<file path="src/dsv_regs.vh">
// Constants for the demo servo tracking start-up block
`ifndef DSV_REGS_VH
`define DSV_REGS_VH
`define DSV_CLK_KHZ        250000
`define DSV_SETTLE_MS      5000
`define DSV_SERVO_FRAME_MS 20
`define DSV_SERVO_MIN_MS   1
`define DSV_SERVO_MAX_MS   2
`define DSV_CAM_RST_CYC    16'h00FA
`define DSV_SREG_GAIN      8'h12
`define DSV_SREG_FMT       8'h13
`define DSV_SREG_VAL       8'h20
`define DSV_MASS_SERVO     2'h2
`define DSV_PIX_MIN        8'h10
`define DSV_PIX_MAX        8'hF0
`define DSV_CHROMA_OFS     10'h080
`define DSV_Y_COEF_G       8'h97
`define DSV_Y_COEF_R       8'h4F
`define DSV_Y_COEF_B       8'h1C
`define DSV_CENTER_X       8'h28
`define DSV_DEADBAND       8'h02
`define DSV_POS_MID        8'h80
`define DSV_ADDR_CTRL      12'h000
`define DSV_ADDR_STATUS    12'h004
`define DSV_ADDR_SERVO     12'h008
`define DSV_ADDR_CENTROID  12'h00C
`define DSV_CTRL_MASS_LSB  0
`define DSV_CTRL_MASS_MSB  1
`define DSV_CTRL_TRACK     2
`define DSV_CTRL_YCC       3
`define DSV_ST_DEMO        9
`define DSV_ST_SLAVE       10
`define DSV_ST_SERVO       11
`define DSV_ST_INV         12
`endif

</file>
<file path="src/dsv_demo_start.v">
// Demo start-up sequencer, servo steering and APB register file
`timescale 1ns/1ps
`include "dsv_regs.vh"
module dsv_demo_start #(
	parameter [31:0] SETTLE_CYC = `DSV_SETTLE_MS * `DSV_CLK_KHZ,
	parameter [31:0] FRAME_CYC  = `DSV_SERVO_FRAME_MS * `DSV_CLK_KHZ,
	parameter [31:0] MIN_CYC    = `DSV_SERVO_MIN_MS * `DSV_CLK_KHZ,
	parameter [31:0] MAX_CYC    = `DSV_SERVO_MAX_MS * `DSV_CLK_KHZ
) (
	input  wire        mclk_in,
	input  wire        rst_in,
	input  wire        demo_jumper_in,
	input  wire        slave_jumper_in,
	input  wire        psel_in,
	input  wire        penable_in,
	input  wire        pwrite_in,
	input  wire [11:0] paddr_in,
	input  wire [31:0] pwdata_in,
	output reg  [31:0] prdata_out,
	output wire        pready_out,
	output wire        pslverr_out,
	output reg         sensor_reset_cmd_out,
	output reg         sensor_register_write_cmd_out,
	output reg  [7:0]  sreg_addr_out,
	output reg  [7:0]  sreg_data_out,
	input  wire        sreg_done_in,
	output reg         track_window_cmd_out,
	input  wire        centroid_valid_in,
	input  wire [7:0]  centroid_x_in,
	output wire        host_serial_en_out,
	input  wire        pix_valid_in,
	input  wire [7:0]  red_in,
	input  wire [7:0]  green_in,
	input  wire [7:0]  blue_in,
	output wire        pix_valid_out,
	output wire [7:0]  red_out,
	output wire [7:0]  green_out,
	output wire [7:0]  blue_out,
	output wire        servo_out
);
	localparam [8:0] ST_STRAP  = 9'h001;
	localparam [8:0] ST_CRST   = 9'h002;
	localparam [8:0] ST_SETTLE = 9'h004;
	localparam [8:0] ST_WR18   = 9'h008;
	localparam [8:0] ST_WR19   = 9'h010;
	localparam [8:0] ST_TRACK  = 9'h020;
	localparam [8:0] ST_RUN    = 9'h040;
	localparam [8:0] ST_SLAVE  = 9'h080;
	localparam [8:0] ST_HOST   = 9'h100;
	localparam [31:0] STEP_CYC = (MAX_CYC - MIN_CYC) >> 8;

	reg  [8:0]  state_q;
	reg  [8:0]  state_d;
	reg  [31:0] cnt_q;
	reg  [31:0] cnt_d;
	reg         demo_q;
	reg         slave_q;
	reg         invert_q;
	reg         servo_en_q;
	reg  [7:0]  pos_q;
	reg  [7:0]  cx_q;
	reg  [1:0]  mass_mode_q;
	reg         host_ycc_q;
	reg         demo_ycc_q;
	reg         host_track_q;
	wire        apb_access;
	wire        apb_wr;
	wire        addr_ok;
	wire        wr_refused;
	wire        ctrl_wr;
	wire        cx_right;
	wire        cx_left;

	function [7:0] step_pos;
		input [7:0] p;
		input       up;
		begin
			if (up)
				step_pos = (p == 8'hFF) ? p : p + 8'h01;
			else
				step_pos = (p == 8'h00) ? p : p - 8'h01;
		end
	endfunction

	// Zero-wait APB slave
	assign apb_access  = psel_in && penable_in;
	assign apb_wr      = apb_access && pwrite_in;
	assign addr_ok     = (paddr_in == `DSV_ADDR_CTRL) || (paddr_in == `DSV_ADDR_STATUS) ||
	                     (paddr_in == `DSV_ADDR_SERVO) || (paddr_in == `DSV_ADDR_CENTROID);
	assign wr_refused  = apb_wr && demo_q;
	assign ctrl_wr     = apb_wr && !demo_q && (paddr_in == `DSV_ADDR_CTRL);
	assign pready_out  = 1'b1;
	assign pslverr_out = apb_access && (!addr_ok || wr_refused);
	assign host_serial_en_out = !demo_q;

	// Sequencer
	always @* begin
		state_d = state_q;
		cnt_d   = cnt_q;
		case (state_q)
			ST_STRAP: begin
				cnt_d = 32'h00000000;
				if (demo_jumper_in)
					state_d = ST_CRST;
				else if (slave_jumper_in)
					state_d = ST_SLAVE;
				else
					state_d = ST_HOST;
			end
			ST_CRST: begin
				cnt_d = cnt_q + 32'h00000001;
				if (cnt_q >= {16'h0000, `DSV_CAM_RST_CYC} - 32'h00000001) begin
					cnt_d   = 32'h00000000;
					state_d = ST_SETTLE;
				end
			end
			ST_SETTLE: begin
				cnt_d = cnt_q + 32'h00000001;
				if (cnt_q >= SETTLE_CYC - 32'h00000001) begin
					cnt_d   = 32'h00000000;
					state_d = ST_WR18;
				end
			end
			ST_WR18: begin
				if (sreg_done_in)
					state_d = ST_WR19;
			end
			ST_WR19: begin
				if (sreg_done_in)
					state_d = ST_TRACK;
			end
			ST_TRACK: begin
				state_d = ST_RUN;
			end
			ST_RUN: begin
				state_d = ST_RUN;
			end
			ST_SLAVE: begin
				state_d = ST_SLAVE;
			end
			ST_HOST: begin
				state_d = ST_HOST;
			end
			default: begin
				state_d = ST_STRAP;
				cnt_d   = 32'h00000000;
			end
		endcase
	end

	always @(posedge mclk_in or posedge rst_in) begin
		if (rst_in) begin
			state_q <= ST_STRAP;
			cnt_q   <= 32'h00000000;
		end else begin
			state_q <= state_d;
			cnt_q   <= cnt_d;
		end
	end

	// Straps are caught on the first clock after reset release, never by the reset itself
	always @(posedge mclk_in or posedge rst_in) begin
		if (rst_in) begin
			demo_q   <= 1'b0;
			slave_q  <= 1'b0;
			invert_q <= 1'b0;
		end else if (state_q == ST_STRAP) begin
			demo_q   <= demo_jumper_in;
			slave_q  <= slave_jumper_in && !demo_jumper_in;
			invert_q <= slave_jumper_in && demo_jumper_in;
		end
	end

	// Sensor-facing commands; the request holds until the sensor port acknowledges
	always @(posedge mclk_in or posedge rst_in) begin
		if (rst_in) begin
			sensor_reset_cmd_out          <= 1'b0;
			sensor_register_write_cmd_out <= 1'b0;
			sreg_addr_out                 <= 8'h00;
			sreg_data_out                 <= 8'h00;
			track_window_cmd_out          <= 1'b0;
			demo_ycc_q                    <= 1'b0;
		end else begin
			sensor_reset_cmd_out          <= (state_d == ST_CRST);
			sensor_register_write_cmd_out <= (state_d == ST_WR18) || (state_d == ST_WR19);
			sreg_addr_out                 <= (state_d == ST_WR19) ? `DSV_SREG_FMT : `DSV_SREG_GAIN;
			sreg_data_out                 <= `DSV_SREG_VAL;
			track_window_cmd_out          <= (state_d == ST_TRACK) || host_track_q;
			if (state_q == ST_WR19 && sreg_done_in)
				demo_ycc_q <= 1'b1;
		end
	end

	// Host control register; refused outright while the demo owns the port
	always @(posedge mclk_in or posedge rst_in) begin
		if (rst_in) begin
			mass_mode_q  <= 2'h0;
			host_ycc_q   <= 1'b0;
			host_track_q <= 1'b0;
		end else begin
			host_track_q <= 1'b0;
			if (ctrl_wr) begin
				mass_mode_q  <= pwdata_in[`DSV_CTRL_MASS_MSB:`DSV_CTRL_MASS_LSB];
				host_ycc_q   <= pwdata_in[`DSV_CTRL_YCC];
				host_track_q <= pwdata_in[`DSV_CTRL_TRACK];
			end
		end
	end

	// Servo steering toward the centroid
	assign cx_right = centroid_x_in > `DSV_CENTER_X + `DSV_DEADBAND;
	assign cx_left  = centroid_x_in < `DSV_CENTER_X - `DSV_DEADBAND;

	always @(posedge mclk_in or posedge rst_in) begin
		if (rst_in) begin
			servo_en_q <= 1'b0;
			pos_q      <= `DSV_POS_MID;
			cx_q       <= 8'h00;
		end else begin
			if (state_q == ST_TRACK)
				servo_en_q <= 1'b1;
			else if (host_track_q && !demo_q)
				servo_en_q <= (mass_mode_q == `DSV_MASS_SERVO);
			if (centroid_valid_in) begin
				cx_q <= centroid_x_in;
				if (servo_en_q && cx_right)
					pos_q <= step_pos(pos_q, !invert_q);
				else if (servo_en_q && cx_left)
					pos_q <= step_pos(pos_q, invert_q);
			end
		end
	end

	// Read mux; unmapped addresses read zero
	always @(posedge mclk_in or posedge rst_in) begin
		if (rst_in) begin
			prdata_out <= 32'h00000000;
		end else if (psel_in && !penable_in && !pwrite_in) begin
			prdata_out <= 32'h00000000;
			case (paddr_in)
				`DSV_ADDR_CTRL: begin
					prdata_out[`DSV_CTRL_MASS_MSB:`DSV_CTRL_MASS_LSB] <= mass_mode_q;
					prdata_out[`DSV_CTRL_YCC]                     <= host_ycc_q;
				end
				`DSV_ADDR_STATUS: begin
					prdata_out[8:0]           <= state_q;
					prdata_out[`DSV_ST_DEMO]  <= demo_q;
					prdata_out[`DSV_ST_SLAVE] <= slave_q;
					prdata_out[`DSV_ST_SERVO] <= servo_en_q;
					prdata_out[`DSV_ST_INV]   <= invert_q;
				end
				`DSV_ADDR_SERVO: begin
					prdata_out[7:0] <= pos_q;
				end
				`DSV_ADDR_CENTROID: begin
					prdata_out[7:0] <= cx_q;
				end
				default: begin
					prdata_out <= 32'h00000000;
				end
			endcase
		end
	end

	dsv_ycc u_ycc (
		.mclk_in      (mclk_in),
		.rst_in       (rst_in),
		.ycc_in       (demo_ycc_q || host_ycc_q),
		.pix_valid_in (pix_valid_in),
		.red_in       (red_in),
		.green_in     (green_in),
		.blue_in      (blue_in),
		.pix_valid_out(pix_valid_out),
		.red_out      (red_out),
		.green_out    (green_out),
		.blue_out     (blue_out)
	);

	dsv_servo_pwm #(
		.FRAME_CYC(FRAME_CYC),
		.MIN_CYC  (MIN_CYC),
		.STEP_CYC (STEP_CYC)
	) u_servo (
		.mclk_in  (mclk_in),
		.rst_in   (rst_in),
		.en_in    (servo_en_q),
		.pos_in   (pos_q),
		.servo_out(servo_out)
	);
endmodule // dsv_demo_start

</file>
<file path="src/dsv_ycc.v">
// Colour space conversion and pixel range limiting
`timescale 1ns/1ps
`include "dsv_regs.vh"
module dsv_ycc (
	input  wire       mclk_in,
	input  wire       rst_in,
	input  wire       ycc_in,
	input  wire       pix_valid_in,
	input  wire [7:0] red_in,
	input  wire [7:0] green_in,
	input  wire [7:0] blue_in,
	output reg        pix_valid_out,
	output reg  [7:0] red_out,
	output reg  [7:0] green_out,
	output reg  [7:0] blue_out
);
	wire [17:0] y_sum;
	wire [9:0]  y_val;
	wire [9:0]  cr_val;
	wire [9:0]  cb_val;

	function [7:0] clamp;
		input [9:0] v;
		begin
			if (v[9] || v < {2'b00, `DSV_PIX_MIN})
				clamp = `DSV_PIX_MIN;
			else if (v > {2'b00, `DSV_PIX_MAX})
				clamp = `DSV_PIX_MAX;
			else
				clamp = v[7:0];
		end
	endfunction

	// Coefficients are scaled by 256; their sum is slightly over one, so Y is clamped too
	assign y_sum  = green_in * `DSV_Y_COEF_G + red_in * `DSV_Y_COEF_R + blue_in * `DSV_Y_COEF_B;
	assign y_val  = y_sum[17:8];
	// Differences are offset to mid-scale so negative chroma stays representable
	assign cr_val = {2'b00, red_in} - y_val + `DSV_CHROMA_OFS;
	assign cb_val = {2'b00, blue_in} - y_val + `DSV_CHROMA_OFS;

	always @(posedge mclk_in or posedge rst_in) begin
		if (rst_in) begin
			pix_valid_out <= 1'b0;
			red_out       <= 8'h00;
			green_out     <= 8'h00;
			blue_out      <= 8'h00;
		end else begin
			pix_valid_out <= pix_valid_in;
			if (ycc_in) begin
				red_out   <= clamp(cr_val);
				green_out <= clamp(y_val);
				blue_out  <= clamp(cb_val);
			end else begin
				red_out   <= clamp({2'b00, red_in});
				green_out <= clamp({2'b00, green_in});
				blue_out  <= clamp({2'b00, blue_in});
			end
		end
	end
endmodule // dsv_ycc

</file>
<file path="src/dsv_servo_pwm.v">
// Hobby servo pulse generator
`timescale 1ns/1ps
`include "dsv_regs.vh"
module dsv_servo_pwm #(
	parameter [31:0] FRAME_CYC = 32'd5000000,
	parameter [31:0] MIN_CYC   = 32'd250000,
	parameter [31:0] STEP_CYC  = 32'd976
) (
	input  wire       mclk_in,
	input  wire       rst_in,
	input  wire       en_in,
	input  wire [7:0] pos_in,
	output reg        servo_out
);
	reg  [31:0] cnt_q;
	reg  [31:0] width_q;

	always @(posedge mclk_in or posedge rst_in) begin
		if (rst_in) begin
			cnt_q     <= 32'h00000000;
			width_q   <= MIN_CYC;
			servo_out <= 1'b0;
		end else begin
			if (cnt_q >= FRAME_CYC - 32'h00000001) begin
				cnt_q   <= 32'h00000000;
				// Width is latched per frame so a pulse never changes mid-flight
				width_q <= MIN_CYC + {24'h000000, pos_in} * STEP_CYC;
			end else begin
				cnt_q <= cnt_q + 32'h00000001;
			end
			servo_out <= en_in && (cnt_q < width_q);
		end
	end
endmodule // dsv_servo_pwm

</file>
<file path="config.mk">
export PLATFORM = sky130hd
export DESIGN_NAME = dsv_demo_start
export DESIGN_NICKNAME = d
export VERILOG_FILES = /design/src/dsv_demo_start.v /design/src/dsv_ycc.v /design/src/dsv_servo_pwm.v
export VERILOG_INCLUDE_DIRS = /design/src
export SDC_FILE = /design/constraint.sdc
export NUM_CORES = 1
export LEC_CHECK = 0
export BUFFER_PORTS_ARGS = -buffer_cell sky130_fd_sc_hd__buf_2
export CAP_MARGIN = 20
export CORE_ASPECT_RATIO = 0.8
export CORE_UTILIZATION = 61
export CTS_CLUSTER_SIZE = 28
export DETAILED_ROUTE_END_ITERATION = 7
export GPL_TIMING_DRIVEN = 0
export PLACE_DENSITY = 0.82
export SKIP_LAST_GASP = 1
export SYNTH_ARGS = -nofsm -noshare
export SYNTH_HDL_FRONTEND = slang
export SYNTH_SLANG_ARGS = --single-unit
</file>
<file path="constraint.sdc">
create_clock -name mclk_in -period 5.5 [get_ports mclk_in]
set_input_delay 0.55 -clock mclk_in [delete_from_list [all_inputs] [get_ports mclk_in]]
set_output_delay 0.55 -clock mclk_in [all_outputs]
set_load 0.005 [all_outputs]
</file>
# Word-level counts from Yosys, hierarchy flattened
# Index checks and enable logic that the tools add are counted.
[word_totals]
register_bits = 178
mem_bits_ro = 0
latch_bits = 0
elab_cells = 154
out_inout_bits = 80
ramBits = 0
in_bits = 86
n_memories = 0
[op_classes]
eq_ne = 18
n_bitwise = 0
n_mul = 4
shifts = 0
div_mod_pow = 0
addsub = 11
magnitude_cmp = 18
n_mux = 41
reduce_logical = 37
[op_table]
columns = ["operator", "n"]
rows = [
  ["$mux 8", 21],
  ["$mux 32", 3],
  ["$pmux 32 s3", 1],
  ["$pmux 9 s8", 1],
  ["$add 32x1->32 const B", 2],
  ["$mux 9", 6],
  ["$ge 32x23->1 const B", 1],
  ["$ge 32x31->1 const B", 1],
  ["$ge 32x8->1 const B", 1],
  ["$lt 32x32->1", 1],
  ["$gt 10x8->1 const B", 3],
  ["$lt 10x5->1 const B", 3],
  ["$eq 12x4->1 const B", 2],
  ["$gt 8x8->1 const B", 3],
  ["$lt 8x5->1 const B", 3],
  ["$add 10x8->10 const B", 2],
  ["$sub 8x10->10", 2],
  ["$add 18x18->19 const A", 1],
  ["$add 18x13->18", 1],
  ["$eq 9x2->1 const B", 2],
  ["$eq 9x4->1 const B", 2],
  ["$eq 9x5->1 const B", 2],
  ["$eq 9x6->1 const B", 2],
  ["$add 16x15->17", 1],
  ["other kinds (31)", 62],
]

# Depth between registers and ports, before layout
[depth]
word_depth = 9
mapped_depth = 37
depth_no_buf = 37

# Hierarchy
# Synthesis repeated with hierarchy kept, for this count alone.
[hier_totals]
cells_unflattened = 1477
area_unflattened_um2 = 14098.5
[modules_own_cells]
columns = ["module", "n_inst", "area_per_inst_um2", "cells_per_inst", "seq_area_each_um2"]
rows = [
  ["dsv_ycc", 1, 5406.4, 546, 625.6],
  ["dsv_demo_start", 1, 5084.9, 554, 2104.5],
  ["dsv_servo_pwm", 1, 3607.2, 377, 1209.9],
]

# Least setup slack after synthesis
# No wires, ideal clock.
[synth_timing]
kind = "input-to-reg"
startpoint = "input red_in[4]"
endpoint = "register u_ycc.red_out[0]"
slack_ps = -2714
arrival_ps = 8093
required_time_ps = 5379
stages = 35
n_path_buf = 0
setup_time_ps = 121
path_cell_list = "fa_1 inv_1 fa_1 inv_1 fa_1 fa_1 fa_1 inv_1 fa_1 inv_1 ha_1 and2_4 a221oi_2 nand2_1 a21o_1 a21oi_1 xnor2_1 ha_1 inv_1 o21bai_1 or3_1 o22ai_2 nor3_4 xor2_1 ha_1 inv_1 ha_1 inv_1 nor2_1 nor2_1 xnor2_1 nor4b_1 a311o_1 nor4_4 a22o_1"
[synth_between]
elab_chain_cells = 9
word_cells_on_any_way = 15
classes_between = "add/sub (4); mul (1); order compare (4); mux (5); reduce/logical (1)"
[synth_lines]
columns = ["element", "line", "source"]
rows = [
  ["from (decl)", "dsv_demo_start.v:32", "input wire [7:0] red_in,"],
  ["$mul 8x7->15 (no source line)", "--", ""],
  ["$add 16x15->17 (no source line)", "--", ""],
  ["$add 18x13->18 (no source line)", "--", ""],
  ["$sub 8x10->10", "dsv_ycc.v:38", "assign cr_val = {2'b00, red_in} - y_val + `DSV_CHROMA_OFS;"],
  ["$add 10x8->10 (no source line)", "--", ""],
  ["$gt 10x8->1 / $lt 10x5->1 (equally long branches)", "dsv_ycc.v:27, dsv_ycc.v:25", ""],
  ["$mux 8 / $logic_or 1x1->1 (equally long branches)", "dsv_ycc.v:27, dsv_ycc.v:25", ""],
  ["$mux 8", "dsv_ycc.v:25", "if (v[9] || v < {2'b00, `DSV_PIX_MIN})"],
  ["$mux 8 *", "dsv_ycc.v:49", "if (ycc_in) begin"],
  ["to (signal assigned)", "dsv_ycc.v:50", "red_out <= clamp(cr_val);"],
  ["to (signal assigned)", "dsv_ycc.v:54", "red_out <= clamp({2'b00, red_in});"],
  ["to (decl)", "dsv_ycc.v:13", "output reg [7:0] red_out,"],
]
# Mark *: on every way between the ends. The rest lies on a longest branch, timed or not.
# A chain may end at the register's enable or synchronous reset.

# Worst setup path in the final report
[layout_timing]
startpoint = "input green_in[5]"
endpoint = "register u_ycc.red_out[1]"
[layout_between]
elab_chain_cells = 9
word_cells_on_any_way = 11
classes_between = "add/sub (4); mul (1); order compare (2); mux (3); reduce/logical (1)"
[layout_lines]
columns = ["element", "line", "source"]
rows = [
  ["from (decl)", "dsv_demo_start.v:33", "input wire [7:0] green_in,"],
  ["$mul 8x8->16 (no source line) *", "--", ""],
  ["$add 16x15->17 (no source line) *", "--", ""],
  ["$add 18x13->18 (no source line) *", "--", ""],
  ["$sub 8x10->10 *", "dsv_ycc.v:38", ""],
  ["$add 10x8->10 (no source line) *", "--", ""],
  ["$gt 10x8->1 / $lt 10x5->1 (equally long branches)", "dsv_ycc.v:27, dsv_ycc.v:25", ""],
  ["$mux 8 / $logic_or 1x1->1 (equally long branches)", "dsv_ycc.v:27, dsv_ycc.v:25", ""],
  ["$mux 8 *", "dsv_ycc.v:25", ""],
  ["$mux 8 *", "dsv_ycc.v:49", ""],
]
# Marked as above.

==> impl_results.md <==
- Status: finished with violations
- Failing checks: setup timing
- Yosys warnings: 0
- Met2 usage: 50.2%
- Syn Inst Count: 1,509
- Dpl cells: 1,960
- Start point of the critical path: green_in[5]
- Most Crowded Layer GR: met2
- First-pass GRT wire length: 59,300 µm
- Reg2reg start: pos_q[0]$_DFFE_PP0P_
- Worst Max-Slew Pin Slew: 1.03 ns
- Clock transition at path regs: 0.07 ns
- Io pins: 166
- Highest-count cells in the layout ignoring fill and taps: 180 x inv_1, 163 x ha_1, 148 x dfrtp_1
- Fraction of registers with async set/reset: 100%
- Insertion delay to the later sink of the worst-skew pair: 0.44 ns
- Final critical-path share of the clock period: 150%
- Fin crit period: 8.26 ns
- Row cnt: 49
- Final setup violation count: 24
- Clk buf depth: 2
- Initial DRC Count: 1,280
- # port buffers: 104
- Sequential cell area fraction in the yosys report: 27.8%
- # H-tree levels: 4
- Vias: 12,400
- DPL Wire Length: 25,900 µm
- Clk sinks: 157
- Critical Path RT: 5.87 ns
- DRT Wirelength: 39,800 µm
- Die ar.: 0.0238 mm²
- Chip width: 172 µm
- Syn-to-layout area delta: 20.0%
- Rel. slew slack: 30.8%
- Post-placement setup slack: -3.53 ns
- Commonest non-fill, non-tap cell in the layout: inv_1
- Diode count: 0
- Largest net degree at the start of global routing: 100
- Max cap viols: 0
- Die H: 138 µm
- Hold Vio Cnt, Final: 0
- Setup crit start kind: primary input
- Syn Std Cell Area: 0.0142 mm²
- CTS tree: built
- Post-synth EDFFs: 0
- Top post-synthesis cells by area: dfrtp_1 26%, ha_1 16%, fa_1 11%, inv_1 5.3%, xnor2_1 4.8%
- Worst Hold Class: primary input to asynchronous set/reset pin
- GRT Total Usage: 31.6%
- Critical Path Slowest Stage Cell: fa_1
- Global placement routability congestion: 0.906
- Critical Path End Type: flip-flop
- Final core occ: 75.1%
- Synthesized area per cell: 9.38 µm²
- Crit-path max cell delay: 0.58 ns
- Met3 Use GR: 5.04%
- Overflow after GRT: 0
- Core area: 0.0226 mm²
- Clock Root Buffer: clkbuf_16
- Worst setup margin: -2.76 ns
- RSZ-0062 raised after global routing: true
- DR DRC count: 0
- Final #Nets: 2,072
- Max Fclk: 121 MHz
- Max FO, Critical Path: 7
- Share of layout cells above drive strength 1: 23.2%
- Post-synth top flop: dfrtp_1
- TritonCTS Buffers: 17
- Crit Path Class: primary input to flip-flop
- Detail-routed via count per cell: 6.06
- Detailed Routing Iterations Pass 1: 7
- # fillers: 1,382
- Yosys cell types: 91
- Arrival time worst endpoint: 8.63 ns
- Wire per inst: 19.5 µm
- FF+latch count, synth: 157
- Initial antenna violation count: 1
- Synth area leader: dfrtp_1
- Antenna-violating nets left: 0
- Vias in the first global route: 12,000
- Slew Limit Fails: 0
- Final Non-Filler Cells: 2,042
- Initial Util: 62.6%
- Skew final: 0.0109 ns
- GR Util met1: 43.6%
- Synth top area share: 26.2%
cell type report:
cell class / instances / area [µm²] / area share, %
buffer: 65 / 408 / 2.40
sequential: 157 / 3940 / 23.2
tap: 306 / 383 / 2.25
clock inverter: 15 / 140 / 0.825
multi-input combinational: 1127 / 9860 / 58.1
clock buffer: 17 / 425 / 2.51
timing repair buffer: 155 / 1050 / 6.20
inverter: 200 / 768 / 4.52
flip-flops by register name, indices dropped and copies added (netlist names), 2 cells and up:
signal           flops
cnt_q               32
cx_q                 8
mass_mode_q          2
pos_q                8
prdata_out          13
sreg_addr_out        2
state_q              9
u_servo.cnt_q       32
u_servo.width_q     15
u_ycc.blue_out       8
u_ycc.green_out      8
u_ycc.red_out        8
worst max-delay path, delay by kind of cell:
kind	cells	cell delay, ns
buffers and inverters	11	0.92
AO/OA/AOI/OAI	8	1.52
XOR/XNOR	3	0.59
AND/OR/NAND/NOR	7	1.13
adder cells (fa/ha/maj)	10	3.91
kinds of logic (layout without fill, tap and decap cells):
group / after synthesis / count (layout) / synth area share, %
AOI/OAI and AO/OA: 263 / 263 / 12.5
xor gates and xnor gates: 111 / 111 / 6.92
adders and majority gates: 264 / 264 / 27.6
buffers and inverters: 265 / 452 / 8.18
DFF: 157 / 157 / 27.8
muxes: 22 / 22 / 1.97
other: 2 / 42 / 0.0531
and+or+nand+nor: 425 / 425 / 15.0
path summary, 6_finish.rpt:
path | endpoint | slack (ns) | cells after the start
hold reg to reg | slave_q$_DFFE_PP0N_ | 0.48 | 2
hold / removal | prdata_out[9]$_DFFE_PP0P_ | 0.17 | 2
setup reg to reg | u_servo.width_q[17]$_DFFE_PP1N_ | 0.83 | 15
min in group mclk_in | u_ycc.pix_valid_out$_DFF_PP0_ | 0.21 | 1
setup / recovery | u_ycc.red_out[1]$_DFF_PP0_ | -2.76 | 39
max in group asynchronous | u_servo.cnt_q[20]$_DFF_PP0_ | 4.43 | 3
synthesized netlist by cell type (6+ instances only):
library cell  count
nor2_1          139
a31oi_1           8
or3_1             7
a211oi_1         10
buf_2             8
o21ai_0          56
nor4_1           12
nand3_1          39
o21a_1            6
clkbuf_1         17
nand4_1          18
fa_1             80
a21o_1           21
o21bai_1         13
nand2b_1         14
dfrtp_1         148
dfstp_2           9
or2_2             6
inv_1           200
a22oi_1           7
nand3b_1          7
and3_1           11
nor3_1           26
nor2b_1          11
and2_1           10
or4_1             7
a22o_1           11
ha_1            183
xor2_1           33
xnor2_1          77
a21oi_1          66
buf_4            37
o31ai_1           9
nand2_1          91
mux2_2           17
per-stage QoR:
step	hold slack (ns)	cell area (µm²)	TNS (ns)
after floorplan	0.446	14400	-40.96
after global placement	0.461	15300	-204.96
after detailed placement	0.466	15400	-67.22
after CTS	0.194	16600	-44.38
after global routing	0.212	17000	-58.36
final	0.168	17000	-54.54
metal layers:
| layer | wire length, µm | vias up |
|---|---|---|
| met2 | 18700 | 732 |
| li1 | - | 5471 |
| met5 | 0 | - |
| met4 | 1860 | 0 |
| met1 | 16000 | 5975 |
| met3 | 3230 | 204 |
what timing repair did:
item / 4_1_cts / 5_1_grt
endpoints found under the setup margin: 24 / 24
pin swaps: 48 / 26
buffers inserted: 35 / 14
hold buffers: 0 / 0
resized for setup: 98 / 52
Power is left out: the tool's default activity adds up to more than one toggle a clock period on the data nets, which glitch-free logic cannot reach.
